File: src/tcm_consts.svh
`ifndef TCM_CONSTS_SVH
`define TCM_CONSTS_SVH
`define TCM_ADDR_MODE 8'h89
`define TCM_ADDR_CTRL 8'h88
`define TCM_ADDR_LO0 8'h8a
`define TCM_ADDR_LO1 8'h8b
`define TCM_ADDR_HI0 8'h8c
`define TCM_ADDR_HI1 8'h8d
`define TCM_MODE_RST 8'h00
`define TCM_CTRL_RST 8'h00
`define TCM_CNT_RST 8'h00
`define TCM_GATE1_BIT 7
`define TCM_CT1_BIT 6
`define TCM_MODE1_HI 5
`define TCM_MODE1_LO 4
`define TCM_GATE0_BIT 3
`define TCM_CT0_BIT 2
`define TCM_MODE0_HI 1
`define TCM_MODE0_LO 0
`define TCM_OVF1_BIT 7
`define TCM_RUN1_BIT 6
`define TCM_OVF0_BIT 5
`define TCM_RUN0_BIT 4
`define TCM_PRESC_MAX 5'h1f
`define TCM_BYTE_MAX 8'hff
`endif

File: src/tcm_pkg.sv
`default_nettype none
package tcm_pkg;
  typedef enum logic [1:0] {
    TCM_MODE_PRESC = 2'h0,
    TCM_MODE_WIDE = 2'h1,
    TCM_MODE_RELOAD = 2'h2,
    TCM_MODE_SPLIT = 2'h3
  } tcm_mode_t;
endpackage
`default_nettype wire

File: src/tcm_edge_detect.sv
`default_nettype none
// one-cycle pulse when the pin goes high in one sample and low in the next
module tcm_edge_detect (
  input wire logic clk,
  input wire logic rst_n,
  input wire logic ce,
  input wire logic pin,
  output logic fall
);
  logic prev_q;
  always_ff @(posedge clk or negedge rst_n) begin
    if (!rst_n) begin
      prev_q <= 1'b0;
    end else if (ce) begin
      prev_q <= pin;
    end
  end
  assign fall = prev_q & ~pin;
endmodule
`default_nettype wire

File: src/tcm_timer01.sv
`default_nettype none
`include "tcm_consts.svh"
// Summary of operation
// - each timer is a high and a low byte, forming a 16-bit counter in mode 01
// - timer operation advances the count once per clock
// - counter operation counts a high sample followed by a low sample on the event pin
// - edge detection spans two clocks, so counting is at most half the clock rate
// - mode bit 7 set makes timer 1 need its gate pin high plus run bit
// - mode bit 6 selects timer 1 source: event pin falls or clock
// - timer 1 mode field in bits 5:4; value 11 stops timer 1
// - mode 00: high byte counts, low byte is a 5-bit prescaler
// - mode 01: both bytes cascade as one 16-bit counter
// - mode 10: low byte counts and reloads from high byte on overflow
// - mode bit 3 set makes timer 0 need its gate pin high plus run bit
// - mode register at 89h resets to zero, written as a whole byte
// - mode bit 2 selects timer 0 source: event pin falls or clock
// - timer 0 mode 11: low byte under timer 0 controls, high byte under timer 1 run bit only
// - overflow sets a flag; interrupt vectoring clears it
// - each timer counts only while its run bit is set; timer 0 high byte in mode 11 uses the timer 1 run bit
module tcm_timer01 (
  input wire logic REF_CLK,
  input wire logic RST_N,
  input wire logic CE,
  input wire logic [7:0] SFR_ADDR,
  input wire logic [7:0] SFR_WDATA,
  input wire logic SFR_WE,
  output logic [7:0] SFR_RDATA,
  output logic SFR_HIT,
  input wire logic EVENT_PIN_ZERO,
  input wire logic EVENT_PIN_ONE,
  input wire logic GATE_PIN_ZERO,
  input wire logic GATE_PIN_ONE,
  input wire logic VECTOR_ACK_ZERO,
  input wire logic VECTOR_ACK_ONE,
  output logic OVERFLOW_FLAG_ZERO,
  output logic OVERFLOW_FLAG_ONE,
  output tcm_pkg::tcm_mode_t MODE_ZERO,
  output tcm_pkg::tcm_mode_t MODE_ONE
);
  import tcm_pkg::*;

  logic rst_meta_q, rst_sync_q;
  logic [7:0] mode_q, ctrl_q, lo0_q, hi0_q, lo1_q, hi1_q;
  logic [7:0] lo0_d, hi0_d, lo1_d, hi1_d;
  logic [7:0] rdata_q;
  logic fall0, fall1;

  always_ff @(posedge REF_CLK or negedge RST_N) begin
    if (!RST_N) begin
      rst_meta_q <= 1'b0;
      rst_sync_q <= 1'b0;
    end else begin
      rst_meta_q <= 1'b1;
      rst_sync_q <= rst_meta_q;
    end
  end

  tcm_edge_detect u_edge0 (
    .clk(REF_CLK),
    .rst_n(rst_sync_q),
    .ce(CE),
    .pin(EVENT_PIN_ZERO),
    .fall(fall0)
  );
  tcm_edge_detect u_edge1 (
    .clk(REF_CLK),
    .rst_n(rst_sync_q),
    .ce(CE),
    .pin(EVENT_PIN_ONE),
    .fall(fall1)
  );

  // register decode
  wire wr_mode = SFR_WE & (SFR_ADDR == `TCM_ADDR_MODE);
  wire wr_ctrl = SFR_WE & (SFR_ADDR == `TCM_ADDR_CTRL);
  wire wr_lo0 = SFR_WE & (SFR_ADDR == `TCM_ADDR_LO0);
  wire wr_hi0 = SFR_WE & (SFR_ADDR == `TCM_ADDR_HI0);
  wire wr_lo1 = SFR_WE & (SFR_ADDR == `TCM_ADDR_LO1);
  wire wr_hi1 = SFR_WE & (SFR_ADDR == `TCM_ADDR_HI1);
  wire hit = (SFR_ADDR == `TCM_ADDR_MODE) | (SFR_ADDR == `TCM_ADDR_CTRL) | (SFR_ADDR == `TCM_ADDR_LO0) |
             (SFR_ADDR == `TCM_ADDR_HI0) | (SFR_ADDR == `TCM_ADDR_LO1) | (SFR_ADDR == `TCM_ADDR_HI1);

  wire tcm_mode_t mode0 = tcm_mode_t'(mode_q[`TCM_MODE0_HI:`TCM_MODE0_LO]);
  wire tcm_mode_t mode1 = tcm_mode_t'(mode_q[`TCM_MODE1_HI:`TCM_MODE1_LO]);
  wire run0 = ctrl_q[`TCM_RUN0_BIT];
  wire run1 = ctrl_q[`TCM_RUN1_BIT];

  // gate pin only matters when gating is selected
  wire en0 = run0 & (~mode_q[`TCM_GATE0_BIT] | GATE_PIN_ZERO);
  wire en1 = run1 & (~mode_q[`TCM_GATE1_BIT] | GATE_PIN_ONE);
  wire tick0 = mode_q[`TCM_CT0_BIT] ? fall0 : 1'b1;
  wire tick1 = mode_q[`TCM_CT1_BIT] ? fall1 : 1'b1;
  wire inc0 = CE & en0 & tick0;
  wire split0 = (mode0 == TCM_MODE_SPLIT);
  // in split mode timer 1 shares its run bit with the high byte of timer 0 and keeps counting under it
  wire inc1 = CE & en1 & tick1 & (mode1 != TCM_MODE_SPLIT);
  wire inc0_hi_split = CE & run1;

  logic ovf0, ovf1, ovf1_split;

  // timer 0 next state
  always_comb begin
    lo0_d = lo0_q;
    hi0_d = hi0_q;
    ovf0 = 1'b0;
    ovf1_split = 1'b0;
    if (inc0) begin
      unique case (mode0)
        TCM_MODE_PRESC: begin
          lo0_d = {lo0_q[7:5], lo0_q[4:0] + 5'h01};
          if (lo0_q[4:0] == `TCM_PRESC_MAX) begin
            hi0_d = hi0_q + 8'h01;
            ovf0 = (hi0_q == `TCM_BYTE_MAX);
          end
        end
        TCM_MODE_WIDE: begin
          {hi0_d, lo0_d} = {hi0_q, lo0_q} + 16'h0001;
          ovf0 = ({hi0_q, lo0_q} == {`TCM_BYTE_MAX, `TCM_BYTE_MAX});
        end
        TCM_MODE_RELOAD: begin
          ovf0 = (lo0_q == `TCM_BYTE_MAX);
          lo0_d = ovf0 ? hi0_q : lo0_q + 8'h01;
        end
        TCM_MODE_SPLIT: begin
          lo0_d = lo0_q + 8'h01;
          ovf0 = (lo0_q == `TCM_BYTE_MAX);
        end
      endcase
    end
    // split high byte is a plain timer under timer 1 run bit, flags timer 1
    if (split0 && inc0_hi_split) begin
      hi0_d = hi0_q + 8'h01;
      ovf1_split = (hi0_q == `TCM_BYTE_MAX);
    end
    if (wr_lo0) begin
      lo0_d = SFR_WDATA;
    end
    if (wr_hi0) begin
      hi0_d = SFR_WDATA;
    end
  end

  // timer 1 next state; split value stops it as in mode 11
  always_comb begin
    lo1_d = lo1_q;
    hi1_d = hi1_q;
    ovf1 = 1'b0;
    if (inc1) begin
      unique case (mode1)
        TCM_MODE_PRESC: begin
          lo1_d = {lo1_q[7:5], lo1_q[4:0] + 5'h01};
          if (lo1_q[4:0] == `TCM_PRESC_MAX) begin
            hi1_d = hi1_q + 8'h01;
            ovf1 = (hi1_q == `TCM_BYTE_MAX);
          end
        end
        TCM_MODE_WIDE: begin
          {hi1_d, lo1_d} = {hi1_q, lo1_q} + 16'h0001;
          ovf1 = ({hi1_q, lo1_q} == {`TCM_BYTE_MAX, `TCM_BYTE_MAX});
        end
        TCM_MODE_RELOAD: begin
          ovf1 = (lo1_q == `TCM_BYTE_MAX);
          lo1_d = ovf1 ? hi1_q : lo1_q + 8'h01;
        end
        TCM_MODE_SPLIT: begin
          ovf1 = 1'b0;
        end
      endcase
    end
    if (wr_lo1) begin
      lo1_d = SFR_WDATA;
    end
    if (wr_hi1) begin
      hi1_d = SFR_WDATA;
    end
  end

  // flags: hardware set wins over both software write and vector clear
  wire set_f0 = ovf0;
  wire set_f1 = ovf1 | ovf1_split;
  wire f0_keep = wr_ctrl ? SFR_WDATA[`TCM_OVF0_BIT] : ctrl_q[`TCM_OVF0_BIT];
  wire f1_keep = wr_ctrl ? SFR_WDATA[`TCM_OVF1_BIT] : ctrl_q[`TCM_OVF1_BIT];
  wire f0_d = set_f0 | (f0_keep & ~(CE & VECTOR_ACK_ZERO));
  wire f1_d = set_f1 | (f1_keep & ~(CE & VECTOR_ACK_ONE));
  wire [7:0] ctrl_base = wr_ctrl ? SFR_WDATA : ctrl_q;
  wire [7:0] ctrl_d = {f1_d, ctrl_base[`TCM_RUN1_BIT], f0_d, ctrl_base[`TCM_RUN0_BIT:0]};

  wire [7:0] rdata_d = (SFR_ADDR == `TCM_ADDR_MODE) ? mode_q :
                       (SFR_ADDR == `TCM_ADDR_CTRL) ? ctrl_q :
                       (SFR_ADDR == `TCM_ADDR_LO0) ? lo0_q :
                       (SFR_ADDR == `TCM_ADDR_HI0) ? hi0_q :
                       (SFR_ADDR == `TCM_ADDR_LO1) ? lo1_q :
                       (SFR_ADDR == `TCM_ADDR_HI1) ? hi1_q : 8'h00;

  always_ff @(posedge REF_CLK or negedge rst_sync_q) begin
    if (!rst_sync_q) begin
      mode_q <= `TCM_MODE_RST;
      ctrl_q <= `TCM_CTRL_RST;
      lo0_q <= `TCM_CNT_RST;
      hi0_q <= `TCM_CNT_RST;
      lo1_q <= `TCM_CNT_RST;
      hi1_q <= `TCM_CNT_RST;
      rdata_q <= 8'h00;
    end else if (CE) begin
      if (wr_mode) begin
        mode_q <= SFR_WDATA;
      end
      ctrl_q <= ctrl_d;
      lo0_q <= lo0_d;
      hi0_q <= hi0_d;
      lo1_q <= lo1_d;
      hi1_q <= hi1_d;
      rdata_q <= rdata_d;
    end
  end

  assign SFR_RDATA = rdata_q;
  assign SFR_HIT = hit;
  assign OVERFLOW_FLAG_ZERO = ctrl_q[`TCM_OVF0_BIT];
  assign OVERFLOW_FLAG_ONE = ctrl_q[`TCM_OVF1_BIT];
  assign MODE_ZERO = mode0;
  assign MODE_ONE = mode1;
endmodule
`default_nettype wire

File: config.mk
export PLATFORM = sky130hd
export DESIGN_NAME = tcm_timer01
export DESIGN_NICKNAME = d
export VERILOG_FILES = /design/src/tcm_pkg.sv /design/src/tcm_edge_detect.sv /design/src/tcm_timer01.sv
export VERILOG_INCLUDE_DIRS = /design/src /design/src/src
export SDC_FILE = /design/constraint.sdc
export NUM_CORES = 1
export LEC_CHECK = 0
export BUFFER_PORTS_ARGS = -buffer_cell sky130_fd_sc_hd__buf_2
export CORE_ASPECT_RATIO = 2
export CORE_MARGIN = 5
export CORE_UTILIZATION = 58
export DETAILED_ROUTE_END_ITERATION = 7
export PLACE_DENSITY = 0.74
export SLEW_MARGIN = 20
export SYNTH_ARGS = -nofsm -noshare
export SYNTH_HDL_FRONTEND = slang
export SYNTH_SLANG_ARGS = --single-unit
File: constraint.sdc
create_clock -name REF_CLK -period 2.4 [get_ports REF_CLK]
set_input_delay 0.48 -clock REF_CLK [delete_from_list [all_inputs] [get_ports REF_CLK]]
set_output_delay 0.48 -clock REF_CLK [all_outputs]
set_load 0.02 [all_outputs]
---- Yosys cells after proc, flatten, opt, wreduce, memory -nomap -nowiden ----
Cells that the tools add are included.
storage, ports and cells
  register bits after elaboration ......... 60
  output and inout port bits .............. 15
  input bits .............................. 26
  word-level logic and storage cells ...... 137
operators by class
  mux-type cells .......................... 34
  bitwise gates (word level) .............. 36
  reduce and logical (&&, ||, !) cells .... 20
  add/sub/neg operators ................... 8
  equality and inequality tests ........... 25
operator list
  kind                     number
  $mux W8                  19
  $eq A8 B8 Y1 const B     10
  $add A16 B1 Y16 const B  2
  $add A8 B1 Y8 const B    4
  $eq A16 B16 Y1 const B   2
  $pmux W8 S2              2
  $pmux W8 S4              1
  $pmux W8 S3              1
  $and A1 B1 Y1            20
  $reduce_and A4 Y1        3
  $add A5 B1 Y5 const B    2
  $eq A5 B5 Y1 const B     2
  $or A1 B1 Y1             10
  $mux W1                  9
  $reduce_bool A3 Y1       3
  $eq A2 B2 Y1 const B     4
  $reduce_bool A4 Y1       2
  $ne A2 B2 Y1 const B     3
  $not A1 Y1               6
  $reduce_and A2 Y1        3
  $reduce_and A3 Y1        2
  $reduce_bool A2 Y1       3
  $eq A2 B1 Y1 const B     2
  $logic_not A2 Y1         2
  6 further kinds          6

---- Logic depth before layout (Yosys ltp) ----
  depth in word-level cells ............... 9
  depth in mapped cells ................... 10
  depth with buffers taken out ............ 9

---- By module ----
Synthesis repeated with hierarchy kept, for this count alone.
unflattened totals
  cells, all modules ...................... 494
  area, all modules ....................... 4416.7 µm²
by module, submodules not included
  module           cells each  times used  area each (µm²)  sequential area each (µm²)
  tcm_timer01      488         1           4324.1           1451.4
  tcm_edge_detect  3           2           46.3             25.0

---- Least setup slack after synthesis ----
OpenSTA, ideal clock, no wires.
  kind .................................... register -> register
  start point ............................. register lo0_q[0]
  end point ............................... register hi0_q[6]
  setup slack ............................. 0.309 ns
  buffers on the path ..................... 1
  required time ........................... 2.279 ns
  cell stages (with the launch flop) ...... 11
  arrival time ............................ 1.970 ns
  period minus slack after synthesis ...... 2.091 ns
  library setup time ...................... 0.121 ns
  cell sequence ........................... dfrtp_1 > ha_1 > nand3_1 > inv_1 > ha_1 > nor2_1 > nor2_1 > a221oi_1 > buf_2 > a21oi_1 > o22a_1
between the ends
  longest elaborated chain between the ends .. 5
  elaborated cells between the ends (all ways) .. 8
  those cells by class .................... add/sub (1); eq/ne (2); mux (4); reduce/logical (1)
RTL lines
  what                      line                RTL
  start: declaration        tcm_timer01.sv:43   logic [7:0] mode_q, ctrl_q, lo0_q, hi0_q, lo1_q, hi1_q;
  start signal: assignment  tcm_timer01.sv:199  lo0_q <= `TCM_CNT_RST;
  start signal: assignment  tcm_timer01.sv:209  lo0_q <= lo0_d;
  $add A16 B1 Y16           tcm_timer01.sv:117  {hi0_d, lo0_d} = {hi0_q, lo0_q} + 16'h0001;
  $pmux W8 S2               tcm_timer01.sv:108  unique case (mode0)
  $mux W8                   tcm_timer01.sv:107  if (inc0) begin
  $mux W8                   tcm_timer01.sv:131  if (split0 && inc0_hi_split) begin
  $mux W8                   tcm_timer01.sv:138  if (wr_hi0) begin
  end signal: assignment    tcm_timer01.sv:200  hi0_q <= `TCM_CNT_RST;
  end signal: assignment    tcm_timer01.sv:210  hi0_q <= hi0_d;
  end: declaration          tcm_timer01.sv:43
Parallel ways exist; a longest one is shown, timed or not. The select of a mux whose other input is x is not followed.
A chain may end at the register's enable or synchronous reset.

---- Worst setup path after layout ----
  start point ............................. register lo0_q[1]
  end point ............................... register hi0_q[2]
Same word-level chain as after synthesis.

==> results.sh <==
export IMPL_grtUsageTotal_pct=29.38
export IMPL_drive_gt1_share_pct=18.76
export IMPL_dieArea_um2=9530
export IMPL_htreeDepth=3
export IMPL_dr_total_vias=4547
export IMPL_whs_ps=284.9
export IMPL_hold_class="reg -> async"
export IMPL_crit_start="lo0_q[1]"
export IMPL_wl_per_cell_um=21.17
export IMPL_cap_violations=0
export IMPL_fin_area_um2=5070
export IMPL_ys_ff_latch=60
export IMPL_leakage_uw=0.002187
export IMPL_synth_top_flop_cell="dfrtp_1"
export IMPL_synth_edff_count=0
export IMPL_io_buffer_count=40
export IMPL_postSynthCellCount=518
export IMPL_fp_dieH_um=133.1
export IMPL_tns_ps=0
export IMPL_skew_ps=8.657
export IMPL_seq_area_frac_synth_pct=34.14
export IMPL_synth_area_leaders="dfrtp_1 34%, o21ai_0 4.6%, nand2_1 4.1%, a21oi_1 3.9%, nor2_1 3.8%"
export IMPL_wl_um=13950
export IMPL_nFillCells=595
export IMPL_tightest_slew_ps=643.6
export IMPL_power_density_nw_per_um2=557.5
export IMPL_antenna_cells=0
export IMPL_r2r_cells=11
export IMPL_drtIter0Drc=645
export IMPL_place_area_um2=4713
export IMPL_finalSetupViolCount=0
export IMPL_power_sequential_fraction_pct=39.1
export IMPL_syn2layout_area_growth_pct=15.28
export IMPL_endpoint_kind="flip-flop"
export IMPL_cts_buffers=9
export IMPL_regToRegStartpoint="lo0_q[1]"
export IMPL_ir_worst_vdd_v=0.0004448
export IMPL_io_pins=41
export IMPL_maxSlewHeadroom_pct=57.00
export IMPL_p_clk_share_pct=48.4
export IMPL_drcViolationCount=0
export IMPL_initial_utilization_pct=58.73
export IMPL_grt_max_degree=32
export IMPL_syn_num_nets=554
export IMPL_cts_buffer_depth=2
export IMPL_p_int_uw=2085
export IMPL_grt_setup_unrepaired="false"
export IMPL_antenna_left=0
export IMPL_yosysWarnings=0
export IMPL_synthArstFlopShare_pct=100.0
export IMPL_cts_sinks=60
export IMPL_period_share_pct=91.94
export IMPL_grt_overflow=0
export IMPL_syn_avg_cell_area_um2=8.490
export IMPL_synth_top_area_share_pct=34.14
export IMPL_grt_pass1_wl_um=21730
export IMPL_swShare_pct=26.25
export IMPL_drv_slew=0
export IMPL_cp_start_kind="flip-flop"
export IMPL_drt_pass1_iter_count=5
export IMPL_r2r_end="hi0_q[2]"
export IMPL_max_freq_ghz=0.4532
export IMPL_yosysTopAreaCell="dfrtp_1"
export IMPL_yosysUniqueCellTypes=73
export IMPL_cts_tree="done"
export IMPL_switching_power_uw=742.0
export IMPL_reg2reg_slack_ps=190
export IMPL_core_area_um2=7488
export IMPL_nets=596
export IMPL_viasPerCell=6.900
export IMPL_path_class="reg -> reg"
export IMPL_rows=45
export IMPL_antenna_found_initial=0
export IMPL_finalHoldViolCount=0
export IMPL_multiInputGateArea_um2=2696
export IMPL_die_w_um=71.58
export IMPL_grt_pass1_vias=4034
export IMPL_comb_power_share_pct=12.5
export IMPL_cp_max_fo=5
export IMPL_clk_latency_ps=340
export IMPL_cts_root_buf="clkbuf_16"
export IMPL_status="finished, final reports clean"
export IMPL_crit_required_ps=2620
export IMPL_synth_area_um2=4398
export IMPL_cp_endpoint="hi0_q[2]"
export IMPL_regArea_um2=1503
export IMPL_clk_pin_slew_ps=60
export IMPL_routabilityCongestion=1.003
export IMPL_fin_crit_ps=2207
export IMPL_dp_hpwl_um=10050
export IMPL_arrival_ps=2420
## cells by family after synthesis
group	Yosys count	share of synthesized area, %
fa+ha+maj	10	2.845
simple gates	191	23.58
xor+xnor	6	1.195
flops	60	34.14
mux	19	4.751
buf+inv	46	4.808
other cells	1	0.08527
compound gates	185	28.59
## sequential cells by signal (all words and copies together), names as in the netlist
name and flops:
hi0_q 8, lo0_q 8, u_edge1.prev_q 1, lo1_q 8
u_edge0.prev_q 1, hi1_q 8, SFR_RDATA 8, rst_meta_q 1
mode_q 8, rst_sync_q 1, ctrl_q 8
## worst max-delay path, cell delays in order, from the launching register on
cell,delay (ps)
dfrtp_1,440
ha_1,240
nand3_2,130
inv_1,170
ha_1,220
nor2_1,50
nor2_1,180
a221oi_2,100
buf_4,180
buf_4,130
o21ai_0,140
o21ai_0,90
## repair_timing
| action | in CTS | in global routing |
|---|---|---|
| gates resized for setup | 0 | 2 |
| hold buffers | 1 | 0 |
| setup endpoints to repair | 0 | 5 |
| hold endpoints to repair | 2 | 0 |
| buffers inserted | 0 | 1 |
## layer usage
layer | vias up | GRT usage (%) | routed length (um)
met1 | 2165 | 41.32 | 5668
met3 | 38 | 5.287 | 1332
li1 | 2064 | - | -
met2 | 280 | 44.77 | 6539
met5 | - | 0 | 0
met4 | 0 | 11.09 | 411
## layout by cell type (no fill, tap or decap), drive strengths merged, types with 4 or more instances in the layout
cell type	netlist	final
o21ai	51	51
clkinv	0	4
and4	6	6
buf	15	59
a211oi	6	6
a221oi	13	13
mux2	15	15
inv	16	16
dfrtp	60	60
clkbuf	15	9
or3	6	6
nand2	48	48
nand3	21	21
o22ai	10	10
a31oi	8	8
o22a	4	4
o31ai	6	6
nor3	13	13
a21oi	34	34
o221ai	5	5
nand2b	6	6
a32oi	6	6
a21o	5	5
o211ai	6	6
mux2i	4	4
a2bb2oi	4	4
ha	10	10
nor2b	6	6
nand4	10	10
and3	10	10
nor2	44	44
## worst min path at each step
stage	slack (ps)	to	cells past startpoint	startpoint
after detailed placement	270	rst_meta_q	1	RST_N
after global placement	270	rst_meta_q	1	RST_N
after global routing	350	lo1_q[6]	0	rst_sync_q
final	280	lo1_q[5]	0	rst_sync_q
after CTS	310	lo1_q[6]	0	rst_sync_q
after floorplan	180	rst_meta_q	0	RST_N
## cell type report
| type | instances | area share, % |
|---|---|---|
| tap | 94 | 2.320 |
| timing repair buffer | 61 | 7.428 |
| sequential | 60 | 29.64 |
| multi-input combinational | 412 | 53.18 |
| clock inverter | 7 | 1.802 |
| inverter | 16 | 1.185 |
| clock buffer | 9 | 4.442 |
## power by group through the flow
| stage | Clock, uW | Combinational, uW | Sequential, uW |
|---|---|---|---|
| floorplan | 0 | 205 | 1120 |
| global placement | 0 | 337 | 1120 |
| detailed placement | 0 | 340 | 1120 |
| CTS | 1380 | 345 | 1100 |
| global route | 1430 | 385 | 1110 |
| finish | 1370 | 353 | 1110 |
## synth_stat cells, drive strengths merged, types with 4 or more instances
library cell	count
buf	15
and3	10
a2bb2oi	4
a221oi	13
clkbuf	15
o221ai	5
a32oi	6
and4	6
a21oi	34
o21ai	51
inv	16
o31ai	6
o22a	4
a211oi	6
nand3	21
dfrtp	60
nor2b	6
mux2	15
o22ai	10
mux2i	4
nand2b	6
nand2	48
nor3	13
o211ai	6
a21o	5
nor2	44
or3	6
ha	10
a31oi	8
nand4	10
## metrics by stage
step                setup slack, ps  utilization [%]  power [uW]  instances
finish                        193.5            67.70        2827        659
global route                  41.29            67.70        2925        659
CTS                           170.1            67.30        2831        657
detailed placement            131.4            62.94        1461        640
global placement              194.4            62.94        1457        640
floorplan                     308.7                -        1325        518
Power figures use the tool's default switching activity.
